**src/rtl/cspc_pkg.sv**
```systemverilog
// shared constants for the clock source and pll control block
package cspc_pkg;
  // ==========================================================
  // divide field encodings and reset values
  localparam logic [1:0] FS_DIV8 = 2'h0;
  localparam logic [1:0] FS_DIV4 = 2'h1;
  localparam logic [1:0] FS_DIV2 = 2'h2;
  localparam logic [1:0] FS_DIV1 = 2'h3;
  localparam logic [1:0] FS_RESET = 2'h0;
  localparam logic SRC_INTERNAL = 1'b0;
  localparam logic SRC_EXTERNAL = 1'b1;
  // ==========================================================
  // multiplier model: one pll output cycle per sys_clk enable
  localparam int PLL_MULT = 32;
  localparam int PLL_DIV_W = 3;
  localparam int REF_DIV_W = 5;
  // ==========================================================
  // lock time model
  localparam int LOCK_TIME_US = 100;
  localparam int CLK_MHZ = 20;
  localparam int LOCK_CYCLES = LOCK_TIME_US * CLK_MHZ;
  localparam int LOCK_W = 12;
endpackage : cspc_pkg

```
**src/rtl/cspc_clock_ctrl.sv**
```systemverilog
// clock source selection, multiplier model and clock enable generation
module cspc_clock_ctrl (
  input wire logic sys_clk,
  input wire logic nrst,
  input wire logic ref_source_select,
  input wire logic halt_mode,
  input wire logic external_clock_pin,
  input wire logic ref_halve_enable,
  input wire logic ctrl_write,
  input wire logic multiplier_enable_wdata,
  input wire logic pwm_clock_select_wdata,
  input wire logic fast_instruction_mode_wdata,
  input wire logic [1:0] pwm_divide_field_wdata,
  input wire logic pwm_timer_run,
  input wire logic pwm_timer_mode_bit,
  input wire logic pwm_timer_overflow,
  output logic ref_source_reg,
  output logic oscillator_run,
  output logic multiplier_enable,
  output logic pll_locked,
  output logic pwm_clock_select,
  output logic fast_instruction_mode,
  output logic [1:0] pwm_divide_field,
  output logic [1:0] pwm_divide_active,
  output logic reference_clock,
  output logic pll_reference_clock,
  output logic instruction_clock,
  output logic fast_clock_output,
  output logic pwm_clock_output
);
  // ==========================================================
  // declarations
  localparam int REF_DIV_W_L = cspc_pkg::REF_DIV_W;
  logic load_done_reg;
  logic ext_sync;
  logic ext_prev_reg;
  logic osc_cnt_reg;
  logic ref_en;
  logic ref_half_reg;
  logic pll_ref_en;
  logic iclk_slow_reg;
  logic [REF_DIV_W_L-1:0] mult_cnt_reg;
  logic pll_en;
  logic [cspc_pkg::LOCK_W-1:0] lock_cnt_reg;
  logic fast_en;
  logic pwm_en;
  logic pwm_src_reg;
  logic iclk_src_reg;
  logic timer_busy;
  logic iclk_en;

  // mode bit high also counts as running: the safer reading of the interlock
  assign timer_busy = pwm_timer_run | pwm_timer_mode_bit;

  function automatic logic [1:0] fs_log2(input logic [1:0] fs);
    fs_log2 = 2'h3 - fs;
  endfunction

  // ==========================================================
  // reference source, latched once after reset release
  // load at reset sequence
  always_ff @(posedge sys_clk or negedge nrst)
  begin
    if (!nrst)
    begin
      load_done_reg <= 1'b0;
      ref_source_reg <= cspc_pkg::SRC_INTERNAL;
    end
    else if (!load_done_reg)
    begin
      load_done_reg <= 1'b1;
      ref_source_reg <= ref_source_select;
    end
  end

  // held off until the source is latched, as in the reset sequence
  // oscillator gating
  always_ff @(posedge sys_clk or negedge nrst)
  begin
    if (!nrst)
      oscillator_run <= 1'b0;
    else
      oscillator_run <= load_done_reg & ~halt_mode & (ref_source_reg == cspc_pkg::SRC_INTERNAL);
  end

  cspc_sync2 u_ext_sync (
    .sys_clk(sys_clk),
    .nrst(nrst),
    .din(external_clock_pin),
    .dout(ext_sync)
  );

  // internal oscillator modelled as sys_clk divided by two
  always_ff @(posedge sys_clk or negedge nrst)
  begin
    if (!nrst)
    begin
      osc_cnt_reg <= 1'b0;
      ext_prev_reg <= 1'b0;
    end
    else
    begin
      osc_cnt_reg <= oscillator_run ? ~osc_cnt_reg : 1'b0;
      ext_prev_reg <= ext_sync;
    end
  end

  assign ref_en = (ref_source_reg == cspc_pkg::SRC_EXTERNAL) ? (ext_sync & ~ext_prev_reg)
                                                            : (oscillator_run & osc_cnt_reg);

  always_ff @(posedge sys_clk or negedge nrst)
  begin
    if (!nrst)
    begin
      ref_half_reg <= 1'b0;
      iclk_slow_reg <= 1'b0;
      reference_clock <= 1'b0;
      pll_reference_clock <= 1'b0;
    end
    else
    begin
      if (ref_en)
        ref_half_reg <= ~ref_half_reg;
      reference_clock <= ref_en;
      pll_reference_clock <= ref_halve_enable ? (ref_en & ref_half_reg) : ref_en;
      iclk_slow_reg <= ref_en & ref_half_reg;
    end
  end
  assign pll_ref_en = pll_reference_clock;

  // ==========================================================
  // control bits with write interlocks
  // enable frozen while timer runs
  always_ff @(posedge sys_clk or negedge nrst)
  begin
    if (!nrst)
      multiplier_enable <= 1'b0;
    else if (ctrl_write && !timer_busy)
      multiplier_enable <= multiplier_enable_wdata;
  end

  always_ff @(posedge sys_clk or negedge nrst)
  begin
    if (!nrst)
      pwm_clock_select <= 1'b0;
    else if (ctrl_write && !timer_busy)
      pwm_clock_select <= pwm_clock_select_wdata & multiplier_enable;
  end

  // interlock reads the enable as it stands before this write
  // fast mode forced low
  always_ff @(posedge sys_clk or negedge nrst)
  begin
    if (!nrst)
      fast_instruction_mode <= 1'b0;
    else if (ctrl_write)
      fast_instruction_mode <= fast_instruction_mode_wdata & multiplier_enable;
  end

  // a write in the overflow cycle already governs the next pwm cycle
  // readback of written field
  always_ff @(posedge sys_clk or negedge nrst)
  begin
    if (!nrst)
    begin
      pwm_divide_field <= cspc_pkg::FS_RESET;
      pwm_divide_active <= cspc_pkg::FS_RESET;
    end
    else
    begin
      if (ctrl_write)
        pwm_divide_field <= pwm_divide_field_wdata;
      if (!pwm_timer_run || pwm_timer_overflow)
        pwm_divide_active <= ctrl_write ? pwm_divide_field_wdata : pwm_divide_field;
    end
  end

  // ==========================================================
  // multiplier: 32 output edges per reference edge
  // saturates at the system rate, every cycle then carries a pulse
  // multiply by 32
  always_ff @(posedge sys_clk or negedge nrst)
  begin
    if (!nrst)
      mult_cnt_reg <= '0;
    else if (!multiplier_enable)
      mult_cnt_reg <= '0;
    else if (pll_ref_en)
      mult_cnt_reg <= REF_DIV_W_L'(cspc_pkg::PLL_MULT - 1);
    else if (mult_cnt_reg != '0)
      mult_cnt_reg <= mult_cnt_reg - 1'b1;
  end
  assign pll_en = multiplier_enable & (pll_ref_en | (mult_cnt_reg != '0));

  // lock phase count
  // lock time is a fixed count; the flag only informs software
  always_ff @(posedge sys_clk or negedge nrst)
  begin
    if (!nrst)
      lock_cnt_reg <= '0;
    else if (!multiplier_enable)
      lock_cnt_reg <= '0;
    else if (lock_cnt_reg != cspc_pkg::LOCK_W'(cspc_pkg::LOCK_CYCLES))
      lock_cnt_reg <= lock_cnt_reg + 1'b1;
  end

  // flag drops with the enable, so a re-enable restarts the wait
  always_ff @(posedge sys_clk or negedge nrst)
  begin
    if (!nrst)
      pll_locked <= 1'b0;
    else
      pll_locked <= multiplier_enable && (lock_cnt_reg == cspc_pkg::LOCK_W'(cspc_pkg::LOCK_CYCLES));
  end

  cspc_edge_div u_fast_div (
    .sys_clk(sys_clk),
    .nrst(nrst),
    .en_in(pll_en),
    .log2_div(fs_log2(cspc_pkg::FS_DIV8)),
    .en_out(fast_en)
  );

  cspc_edge_div u_pwm_div (
    .sys_clk(sys_clk),
    .nrst(nrst),
    .en_in(pll_en),
    .log2_div(fs_log2(pwm_divide_active)),
    .en_out(pwm_en)
  );

  // ==========================================================
  // glitch-free source switching
  // instruction stream after its own switch, shared by the pwm route
  assign iclk_en = iclk_src_reg ? fast_en : iclk_slow_reg;

  always_ff @(posedge sys_clk or negedge nrst)
  begin
    if (!nrst)
    begin
      iclk_src_reg <= 1'b0;
      pwm_src_reg <= 1'b0;
    end
    else
    begin
      if (!iclk_slow_reg && !fast_en)
        iclk_src_reg <= fast_instruction_mode;
      if (!pwm_en && !iclk_en)
        pwm_src_reg <= pwm_clock_select;
    end
  end

  always_ff @(posedge sys_clk or negedge nrst)
  begin
    if (!nrst)
    begin
      instruction_clock <= 1'b0;
      fast_clock_output <= 1'b0;
      pwm_clock_output <= 1'b0;
    end
    else
    begin
      instruction_clock <= iclk_en;
      fast_clock_output <= fast_en;
      pwm_clock_output <= pwm_src_reg ? pwm_en : iclk_en;
    end
  end
endmodule // cspc_clock_ctrl

```
**src/rtl/cspc_edge_div.sv**
```systemverilog
// divider of an enable stream by a power of two, one pulse per period
module cspc_edge_div (
  input wire logic sys_clk,
  input wire logic nrst,
  input wire logic en_in,
  input wire logic [1:0] log2_div,
  output logic en_out
);
  logic [2:0] cnt_reg;
  logic [2:0] mask;

  always_comb
  begin
    mask = 3'h0;
    unique case (log2_div)
      2'h0: mask = 3'h0;
      2'h1: mask = 3'h1;
      2'h2: mask = 3'h3;
      2'h3: mask = 3'h7;
    endcase
  end

  // pulse on the last input enable of each period; a mask change applies from the next input enable, mid period
  always_ff @(posedge sys_clk or negedge nrst)
  begin
    if (!nrst)
    begin
      cnt_reg <= 3'h0;
      en_out <= 1'b0;
    end
    else
    begin
      en_out <= 1'b0;
      if (en_in)
      begin
        if ((cnt_reg & mask) == mask)
        begin
          cnt_reg <= 3'h0;
          en_out <= 1'b1;
        end
        else
        begin
          cnt_reg <= cnt_reg + 3'h1;
        end
      end
    end
  end
endmodule // cspc_edge_div

```
**src/rtl/cspc_sync2.sv**
```systemverilog
// two flip-flop synchroniser for a pin level
module cspc_sync2 (
  input wire logic sys_clk,
  input wire logic nrst,
  input wire logic din,
  output logic dout
);
  logic meta_reg;

  always_ff @(posedge sys_clk or negedge nrst)
  begin
    if (!nrst)
    begin
      meta_reg <= 1'b0;
      dout <= 1'b0;
    end
    else
    begin
      meta_reg <= din;
      dout <= meta_reg;
    end
  end
endmodule // cspc_sync2
```
**config.mk**
```make
export PLATFORM = sky130hd
export DESIGN_NAME = cspc_clock_ctrl
export DESIGN_NICKNAME = d
export VERILOG_FILES = /design/src/rtl/cspc_pkg.sv /design/src/rtl/cspc_clock_ctrl.sv /design/src/rtl/cspc_edge_div.sv /design/src/rtl/cspc_sync2.sv
export SDC_FILE = /design/constraint.sdc
export NUM_CORES = 1
export LEC_CHECK = 0
export BUFFER_PORTS_ARGS = -buffer_cell sky130_fd_sc_hd__buf_2
export CAP_MARGIN = 20
export CORE_AREA = 2 2 120 64
export CTS_CLUSTER_SIZE = 24
export DETAILED_ROUTE_END_ITERATION = 6
export DIE_AREA = 0 0 122 66
export PLACE_DENSITY = 0.57
export SETUP_SLACK_MARGIN = 0.3
export SLEW_MARGIN = 20
export SYNTH_ARGS = -nofsm -noshare
export SYNTH_HDL_FRONTEND = slang
export SYNTH_SLANG_ARGS = --single-unit
```
**constraint.sdc**
```tcl
create_clock -name sys_clk -period 2.14 [get_ports sys_clk]
set_input_delay 0.428 -clock sys_clk [delete_from_list [all_inputs] [get_ports sys_clk]]
set_output_delay 0.428 -clock sys_clk [all_outputs]
set_load 0.02 [all_outputs]
```
==> results of run 1 <==
per-stage QoR:
step | std cells | setup slack [ns] | cell area [um^2] | utilization | total power, mW
final | 315 | 0.345 | 2520 | 0.359 | 2.77
after global routing | 315 | 0.261 | 2520 | 0.359 | 2.97
after CTS | 312 | 0.306 | 2470 | 0.353 | 2.72
after detailed placement | 302 | 0.222 | 2310 | 0.329 | 1.88
after global placement | 302 | 0.280 | 2310 | 0.329 | 1.86
after floorplan | 178 | 0.360 | 2040 | - | 1.70
cells in the final DEF (no fill, tap or decap), drive strengths merged:
cell       n
a21boi     1
a21o       1
a21oi      4
and2       3
and3       1
and4       2
buf       38
clkbuf     5
clkinv     1
clkinvlp   1
conb       1
dfrtp     49
ha         6
inv       10
mux2      11
nand2     13
nand2b     1
nand3      7
nand4      4
nand4b     1
nor2      26
nor2b      1
nor3       2
nor3b      1
nor4       1
o21a       2
o21ai      7
o21bai     1
o22ai      2
o31ai      2
or4b       1
xnor2      2
xor2      11
per-layer routing:
metal,global-route usage,part of all wire
met1,0.160,0.55
met2,0.143,0.38
met3,0.0474,0.058
met4,0.0345,0.013
met5,0,0
layout make-up:
class                      count  area (um^2)  area share
clock buffer                   5          125      0.0497
sequential                    49         1230       0.487
inverter                      10         37.5      0.0149
multi-input combinational    115          777       0.308
clock inverter                 2         16.3     0.00646
tap                           96          120      0.0477
timing repair buffer          38          216      0.0859
worst max-delay path by stage:
stage | cells after the start | endpoint | slack, ns
6_report | 7 | u_pwm_div.cnt_reg[2]$_DFFE_PN0P_ | 0.35
4_1_cts | 5 | u_fast_div.cnt_reg[2]$_DFFE_PN0P_ | 0.31
3_5_place_dp | 5 | u_fast_div.cnt_reg[2]$_DFFE_PN0P_ | 0.22
3_3_place_gp | 5 | u_fast_div.cnt_reg[2]$_DFFE_PN0P_ | 0.28
2_1_floorplan | 5 | u_fast_div.cnt_reg[2]$_DFFE_PN0P_ | 0.36
5_1_grt | 7 | u_pwm_div.cnt_reg[2]$_DFFE_PN0P_ | 0.26
repair_timing:
item                                    CTS  global route
resized for setup                         2             6
endpoints found under the setup margin    3             3
setup buffers                             3             3
pin swaps                                 2             3
power groups by stage:
stage / Combinational (mW) / Clock, mW / Sequential, mW
after floorplan: 0.474 / 0 / 1.23
after global placement: 0.634 / 0 / 1.23
after detailed placement: 0.653 / 0 / 1.23
after CTS: 0.701 / 0.809 / 1.21
after global routing: 0.876 / 0.852 / 1.24
final: 0.778 / 0.772 / 1.22
kinds of logic (layout without fill, tap and decap cells):
group / Yosys count / after routing
xor gates and xnor gates: 13 / 13
other: 1 / 1
AOI/OAI and AO/OA: 20 / 20
DFF: 49 / 49
adders and majority gates: 6 / 6
and+or+nand+nor: 64 / 64
buffers and inverters: 14 / 55
muxes: 11 / 11
==> metrics.cfg, run 1 <==
[status]
status=finished, final reports clean

[worst_setup_path]
cp_slowest_cell=or4b_4
required_ns=2.32
cp-end-kind=flip-flop
r2r-start=mult_cnt_reg[1]$_DFFE_PN0P_
slowest_delay_ns=0.48
rrSetupSlack_ns=0.35
crit_fanout=6
arrival_ns=1.98
crit_path_cell_trace=inv_1 -> ha_2 -> or4b_4 -> o21ai_4 -> buf_6 -> buf_4 -> o22ai_2
crit_type=flip-flop to flip-flop
start_kind=flip-flop
cp_top_family=simple AND/OR/NAND/NOR gates
reg2reg_depth=7
critPathBufInv=3
r2r-end=u_pwm_div.cnt_reg[2]$_DFFE_PN0P_
crit_start=mult_cnt_reg[1]$_DFFE_PN0P_

[clock_tree]
cts_buffers=5
cts_sinks=49
holdBufCountCts=0
clockBufferDepth=2
insertion_delay_ns=0.29
htreeDepth=2
cts_tree=built
clk_pin_slew_ns=0.07
cts-root-buf=clkbuf_16

[sta]
fin_skew_ns=0.00733
setup_tns_ns=0
finalSetupViolCount=0
whs_ns=0.0855
slew_viol_final=0
post-route-period-util=0.839
rsz0062_at_grt=yes
layout_min_cycle_time_ns=1.79
timing.fmax_ghz=0.557
finalHoldViolCount=0

[synth]
ys_async_sr_fraction=1.00
synth_fp_nets=199
ys_seq_area_frac=0.600
ys.flop_type=dfrtp_1
synthTopCellsByArea=dfrtp_1 (60%), mux2_2 (6.1%), nor2_1 (4.8%), xor2_1 (4.7%), ha_1 (3.7%)
synth_area_um2=2040
synth_mux_area_frac=0.0606
synth_simple_gate_area_frac=0.151
synth_top_family_by_area=simple AND/OR/NAND/NOR gates
yosysWarnings=0
yosys.area.top_type=dfrtp_1
postSynthAreaPerCell_um2=11.5
yosysTopAreaCellShare=0.600
ys_seq_elements=49
synth_xor_area_frac=0.0557
synth_cells=178
synthMostInstantiatedCell=dfrtp_1
yosys-top-cells-count=dfrtp_1 (49), nor2_1 (26), nand2_1 (13)
synth_edf_count=0
synth.distinct_cells=33
synth-adder-area-share=0.0367
synth_compound_area_frac=0.0649

[floorplan]
die_w_um=122
core_um2=7020
rows=22
die_h_um=66
die_area_um2=8050
design.portCount=30
initial_core_util=0.291

[power]
cellLeakagePower_nw=1.21
pwr-share-comb=0.281
p_sw_mw=0.856
switching_share=0.309
seq_power_share=0.440
power.internal_mw=1.91
ir_drop_mv=0.395
powerDensity_nw_per_um2=1100
p_clk_frac=0.279

[layout]
largest_register_ffs=12
syn2layout_area_growth_pct=23.3
drive_above_1_share=0.288
nets=240
fillers=717
diodes=0

[routing]
drc_errors=0
wirelength_mm=3.87
via_per_inst=4.28
dr_total_vias=1347
ant_nets=0
wire_per_inst_um=12.3
drt-initial-drc-count=41
firstDrtPassIters=4

[global_routing]
grt.total_usage=0.110
grt_pass1_vias=1360
grt_pass1_wl_mm=6.65
grt.overflow.total=0
antenna_found_initial=0
grt_max_degree=22

[hold_path]
worstHoldPathType=input pin to async pin

[flow_run]
drv_cap=0

[place]
gp_congestion=0.751
dp_hpwl_mm=2.77
port_buffers=29

Note: power is estimated with default switching activity, not from simulation.
==> run 2: changes to the inputs <==
PLACE_DENSITY = 0.58   (was 0.57)
clock period = 1.6 ns   (was 2.14 ns; I/O delays follow)
==> metrics.cfg, run 2 (synthesis results as in run 1) <==
[status]
status=complete, but fails checks
violations=negative setup slack

[clock_tree]
cts-root-buf=clkbuf_16
clk_pin_slew_ns=0.07  ; about the same
htreeDepth=2  ; unchanged
holdBufCountCts=0  ; unchanged
insertion_delay_ns=0.29  ; about the same
cts_sinks=49  ; unchanged
cts_tree=built
cts_buffers=5  ; unchanged
clockBufferDepth=2  ; unchanged

[sta]
whs_ns=0.00680  ; -0.0787 ns
timing.fmax_ghz=0.559  ; +0.28%
finalSetupViolCount=12  ; +12
fin_skew_ns=0.00783  ; +0.000499 ns
slew_viol_final=0  ; unchanged
layout_setup_ws_ns=-0.190  ; -0.535 ns
layout_min_cycle_time_ns=1.79  ; -0.00507 ns
post-route-period-util=1.12  ; +0.280
rsz0062_at_grt=yes
finalHoldViolCount=0  ; unchanged

[global_routing]
grt_pass1_wl_mm=6.64  ; -0.11%
grt_max_degree=50  ; +130%
grt_pass1_vias=1372  ; +0.88%
grt.total_usage=0.108  ; -0.00193
antenna_found_initial=0  ; unchanged
grt.overflow.total=0  ; unchanged

[power]
power_mw=4.03  ; +46%
cellLeakagePower_nw=1.32  ; +8.6%
ir_drop_mv=0.542  ; +37%
powerDensity_nw_per_um2=1470  ; +33%

[worst_setup_path]
required_ns=1.79  ; -0.53 ns
crit_fanout=5  ; -1
crit_type=flip-flop to flip-flop
start_kind=flip-flop
r2r-start=mult_cnt_reg[0]$_DFFE_PN0P_
cp-end-kind=flip-flop
arrival_ns=1.98  ; about the same
reg2reg_depth=7  ; unchanged
rrSetupSlack_ns=-0.19  ; -0.53 ns
r2r-end=u_pwm_div.cnt_reg[2]$_DFFE_PN0P_

[routing]
via_per_inst=4.35  ; +1.7%
firstDrtPassIters=4  ; unchanged
dr_total_vias=1431  ; +6.2%
ant_nets=0  ; unchanged
drc_errors=0  ; unchanged
drt-initial-drc-count=87  ; +110%
wire_per_inst_um=12.2  ; -0.96%
wirelength_mm=4.00  ; +3.4%

[layout]
largest_register_ffs=12  ; unchanged
final_cells=329  ; +4.4%
final_common_cell=dfrtp_1
syn2layout_area_growth_pct=34.5
diodes=0  ; unchanged
drive_above_1_share=0.403  ; +0.116
mostFrequentLayoutCells=dfrtp_1 (47), buf_2 (28), nor2_1 (22)
nets=254  ; +5.8%

[floorplan]
die_w_um=122  ; unchanged
rows=22  ; unchanged
die_h_um=66  ; unchanged
die_area_um2=8050  ; unchanged
design.portCount=30  ; unchanged
core_um2=7020  ; unchanged
initial_core_util=0.291  ; unchanged

[flow_run]
drv_cap=0  ; unchanged

[place]
dp_hpwl_mm=2.67  ; -3.8%
port_buffers=29  ; unchanged
gp_congestion=0.707  ; -5.8%
post-place-cells=310  ; +2.6%

[hold_path]
worstHoldPathType=input pin to async pin

[run 2: per-layer routing]
metal | share of wire | vias up | GRT usage | wire length, um
met4 | 0.013 | 0 | 0.0259 | 51
met3 | 0.055 | 10 | 0.0388 | 220
met5 | 0 | - | 0 | 0
met1 | 0.53 | 679 | 0.165 | 2130
met2 | 0.40 | 36 | 0.141 | 1600
li1 | - | 706 | - | -
[run 2: how the worst max path moves through the flow]
stage               cells past startpoint                                end                   startpoint  slack (ns)
floorplan                               5  u_fast_div.cnt_reg[2]$_DFFE_PN0P_  mult_cnt_reg[1]$_DFFE_PN0P_       -0.17
global placement                        7   u_pwm_div.cnt_reg[2]$_DFFE_PN0P_  mult_cnt_reg[0]$_DFFE_PN0P_       -0.14
detailed placement                      7   u_pwm_div.cnt_reg[2]$_DFFE_PN0P_  mult_cnt_reg[1]$_DFFE_PN0P_       -0.23
CTS                                     7  u_fast_div.cnt_reg[0]$_DFFE_PN0P_  mult_cnt_reg[1]$_DFFE_PN0P_       -0.18
global route                            8  u_fast_div.cnt_reg[1]$_DFFE_PN0P_  mult_cnt_reg[0]$_DFFE_PN0P_       -0.25
finish                                  7   u_pwm_div.cnt_reg[2]$_DFFE_PN0P_  mult_cnt_reg[0]$_DFFE_PN0P_       -0.19
[run 2: area by class of cell]
cell class | count | area, um^2
sequential | 49 | 1230
multi-input combinational | 115 | 851
clock inverter | 1 | 7.51
fill | 674 | 4270
clock buffer | 6 | 139
tap | 96 | 120
inverter | 10 | 37.5
timing repair buffer | 52 | 364
[run 2: critical path, cell delays in order (launching register included)]
cell     delay (ns)
dfrtp_1        0.39
inv_2          0.08
ha_4           0.13
or4b_4         0.48
o21ai_4        0.26
buf_6          0.16
a21oi_1        0.04
o22ai_1        0.17
[run 2: timing repair]
| item | in CTS | in global routing |
|---|---|---|
| setup buffers | 9 | 3 |
| endpoints found under the setup margin | 17 | 22 |
| pin swaps | 4 | 5 |
| gates resized for setup | 9 | 22 |
[run 2: where the power goes]
part           internal, mW  total, mW  switching (mW)
clock network         0.613       1.04           0.429
logic                 0.733       1.37           0.637
registers              1.46       1.62           0.163
total                  2.80       4.03            1.23
[run 2: through the flow]
stage / setup slack, ns / util / setup TNS [ns] / cell area, um^2
3_3_place_gp: -0.142 / 0.341 / -0.851 / 2390
6_report: -0.190 / 0.391 / -1.60 / 2750
5_1_grt: -0.249 / 0.391 / -2.35 / 2750
3_5_place_dp: -0.233 / 0.341 / -1.37 / 2390
2_1_floorplan: -0.169 / - / -0.795 / 2050
4_1_cts: -0.182 / 0.376 / -1.64 / 2640
==> run 3: changes to the inputs <==
RECOVER_POWER = 50   (was default)
==> metrics.cfg, run 3 (synthesis results as in run 1) <==
[status]
violations=negative setup slack
status=complete, but fails checks

[layout]
drive_above_1_share=0.403  ; unchanged
final_common_cell=dfrtp_1
fillers=676  ; +0.30%
nets=254  ; unchanged
seqCellArea_um2=1230  ; unchanged
multi_input_area_um2=851  ; unchanged
final_area_um2=2730  ; -0.55%
diodes=0  ; unchanged
fin_util=0.389  ; -0.00214
largest_register_ffs=12  ; unchanged
syn2layout_area_growth_pct=33.7
mostFrequentLayoutCells=dfrtp_1 (47), buf_2 (28), nor2_1 (22)

[power]
power_mw=4.02  ; -0.13%
ir_drop_mv=0.542  ; about the same
cellLeakagePower_nw=1.31  ; -0.40%
powerDensity_nw_per_um2=1470  ; +0.42%

[clock_tree]
htreeDepth=2  ; unchanged
insertion_delay_ns=0.29  ; about the same
cts_sinks=49  ; unchanged
cts_buffers=5  ; unchanged
clk_pin_slew_ns=0.06  ; about the same
cts_tree=built
cts-root-buf=clkbuf_16
clockBufferDepth=2  ; unchanged

[routing]
firstDrtPassIters=4  ; unchanged
via_per_inst=4.35  ; unchanged
wire_per_inst_um=12.2  ; about the same
wirelength_mm=4.00  ; about the same
drc_errors=0  ; unchanged
dr_total_vias=1431  ; unchanged
drt-initial-drc-count=87  ; unchanged
ant_nets=0  ; unchanged

[place]
placed_cell_area_um2=2390  ; unchanged
pre_cts_slack_ns=-0.233  ; unchanged
dp_hpwl_mm=2.67  ; unchanged
port_buffers=29  ; unchanged
gp_congestion=0.707  ; unchanged

[global_routing]
grt_pass1_vias=1372  ; unchanged
antenna_found_initial=0  ; unchanged
grt.overflow.total=0  ; unchanged
grt_pass1_wl_mm=6.64  ; unchanged
grt_max_degree=50  ; unchanged
grt.total_usage=0.108  ; unchanged

[worst_setup_path]
crit_fanout=5  ; unchanged
arrival_ns=1.98  ; about the same
cp-end-kind=flip-flop
crit_type=flip-flop to flip-flop
reg2reg_depth=7  ; unchanged
required_ns=1.79  ; about the same
start_kind=flip-flop

[sta]
timing.fmax_ghz=0.559  ; unchanged
setup_tns_ns=-1.60  ; unchanged
finalSetupViolCount=12  ; unchanged
slew_headroom=0.211
finalHoldViolCount=0  ; unchanged
worstMarginPinSlew_ns=1.18
layout_setup_ws_ns=-0.190  ; unchanged
rsz0062_at_grt=yes
post-route-period-util=1.12  ; unchanged
fin_skew_ns=0.00783  ; unchanged
slew_viol_final=0  ; unchanged
layout_min_cycle_time_ns=1.79  ; unchanged

[floorplan]
design.portCount=30  ; unchanged
initial_core_util=0.291  ; unchanged
die_area_um2=8050  ; unchanged
die_w_um=122  ; unchanged
rows=22  ; unchanged
core_um2=7020  ; unchanged
die_h_um=66  ; unchanged

[hold_path]
worstHoldPathType=input pin to flip-flop
hold_depth=1

[flow_run]
drv_cap=0  ; unchanged

run 3: through the flow:
step                hold WS, ns  std cells
global route              0.132        329
CTS                      0.0258        326
global placement          0.326        310
detailed placement        0.329        310
finish                    0.136        329
floorplan                0.0244        178
run 3: metal layers:
layer | global-route usage | vias up | part of all wire
met1 | 0.165 | 679 | 0.53
met4 | 0.0259 | 0 | 0.013
li1 | - | 706 | -
met5 | 0 | - | 0
met2 | 0.141 | 36 | 0.40
met3 | 0.0388 | 10 | 0.055
run 3: area by class of cell:
| class | count | share of cell area |
|---|---|---|
| tap | 96 | 0.0440 |
| inverter | 10 | 0.0137 |
| clock buffer | 6 | 0.0508 |
| clock inverter | 1 | 0.00275 |
| sequential | 49 | 0.450 |
| multi-input combinational | 115 | 0.311 |
| timing repair buffer | 52 | 0.128 |
run 3: path summary, 6_finish.rpt:
kind,startpoint,endpoint,slack (ns)
min,external_clock_pin,u_ext_sync.meta_reg$_DFF_PN0_,0.14
min in group asynchronous,nrst,lock_cnt_reg[10]$_DFFE_PN0P_,0.35
min reg2reg,u_ext_sync.meta_reg$_DFF_PN0_,u_ext_sync.dout$_DFF_PN0_,0.36
max in group asynchronous,nrst,multiplier_enable$_DFFE_PN0P_,0.44
max,mult_cnt_reg[0]$_DFFE_PN0P_,u_pwm_div.cnt_reg[2]$_DFFE_PN0P_,-0.19
max reg2reg,mult_cnt_reg[0]$_DFFE_PN0P_,u_pwm_div.cnt_reg[2]$_DFFE_PN0P_,-0.19
run 3: timing repair:
item / CTS / global route
setup endpoints to repair: 17 / 22
gates resized for setup: 9 / 22
hold buffers: 0 / 0
endpoints found under the hold margin: 0 / 0
setup buffers: 9 / 3
pin swaps: 4 / 5
run 3: where the power goes:
group,leakage (nW),switching [mW],internal (mW)
registers,0.634,0.163,1.46
logic,0.610,0.636,0.728
clock network,0.0690,0.429,0.613
total,1.31,1.23,2.80
run 3: worst max-delay path: stages (launching register included):
cell and delay (ns):
dfrtp_1 0.39, inv_2 0.08, ha_4 0.13, or4b_4 0.48
o21ai_4 0.26, buf_6 0.16, a21oi_1 0.04, o22ai_1 0.17
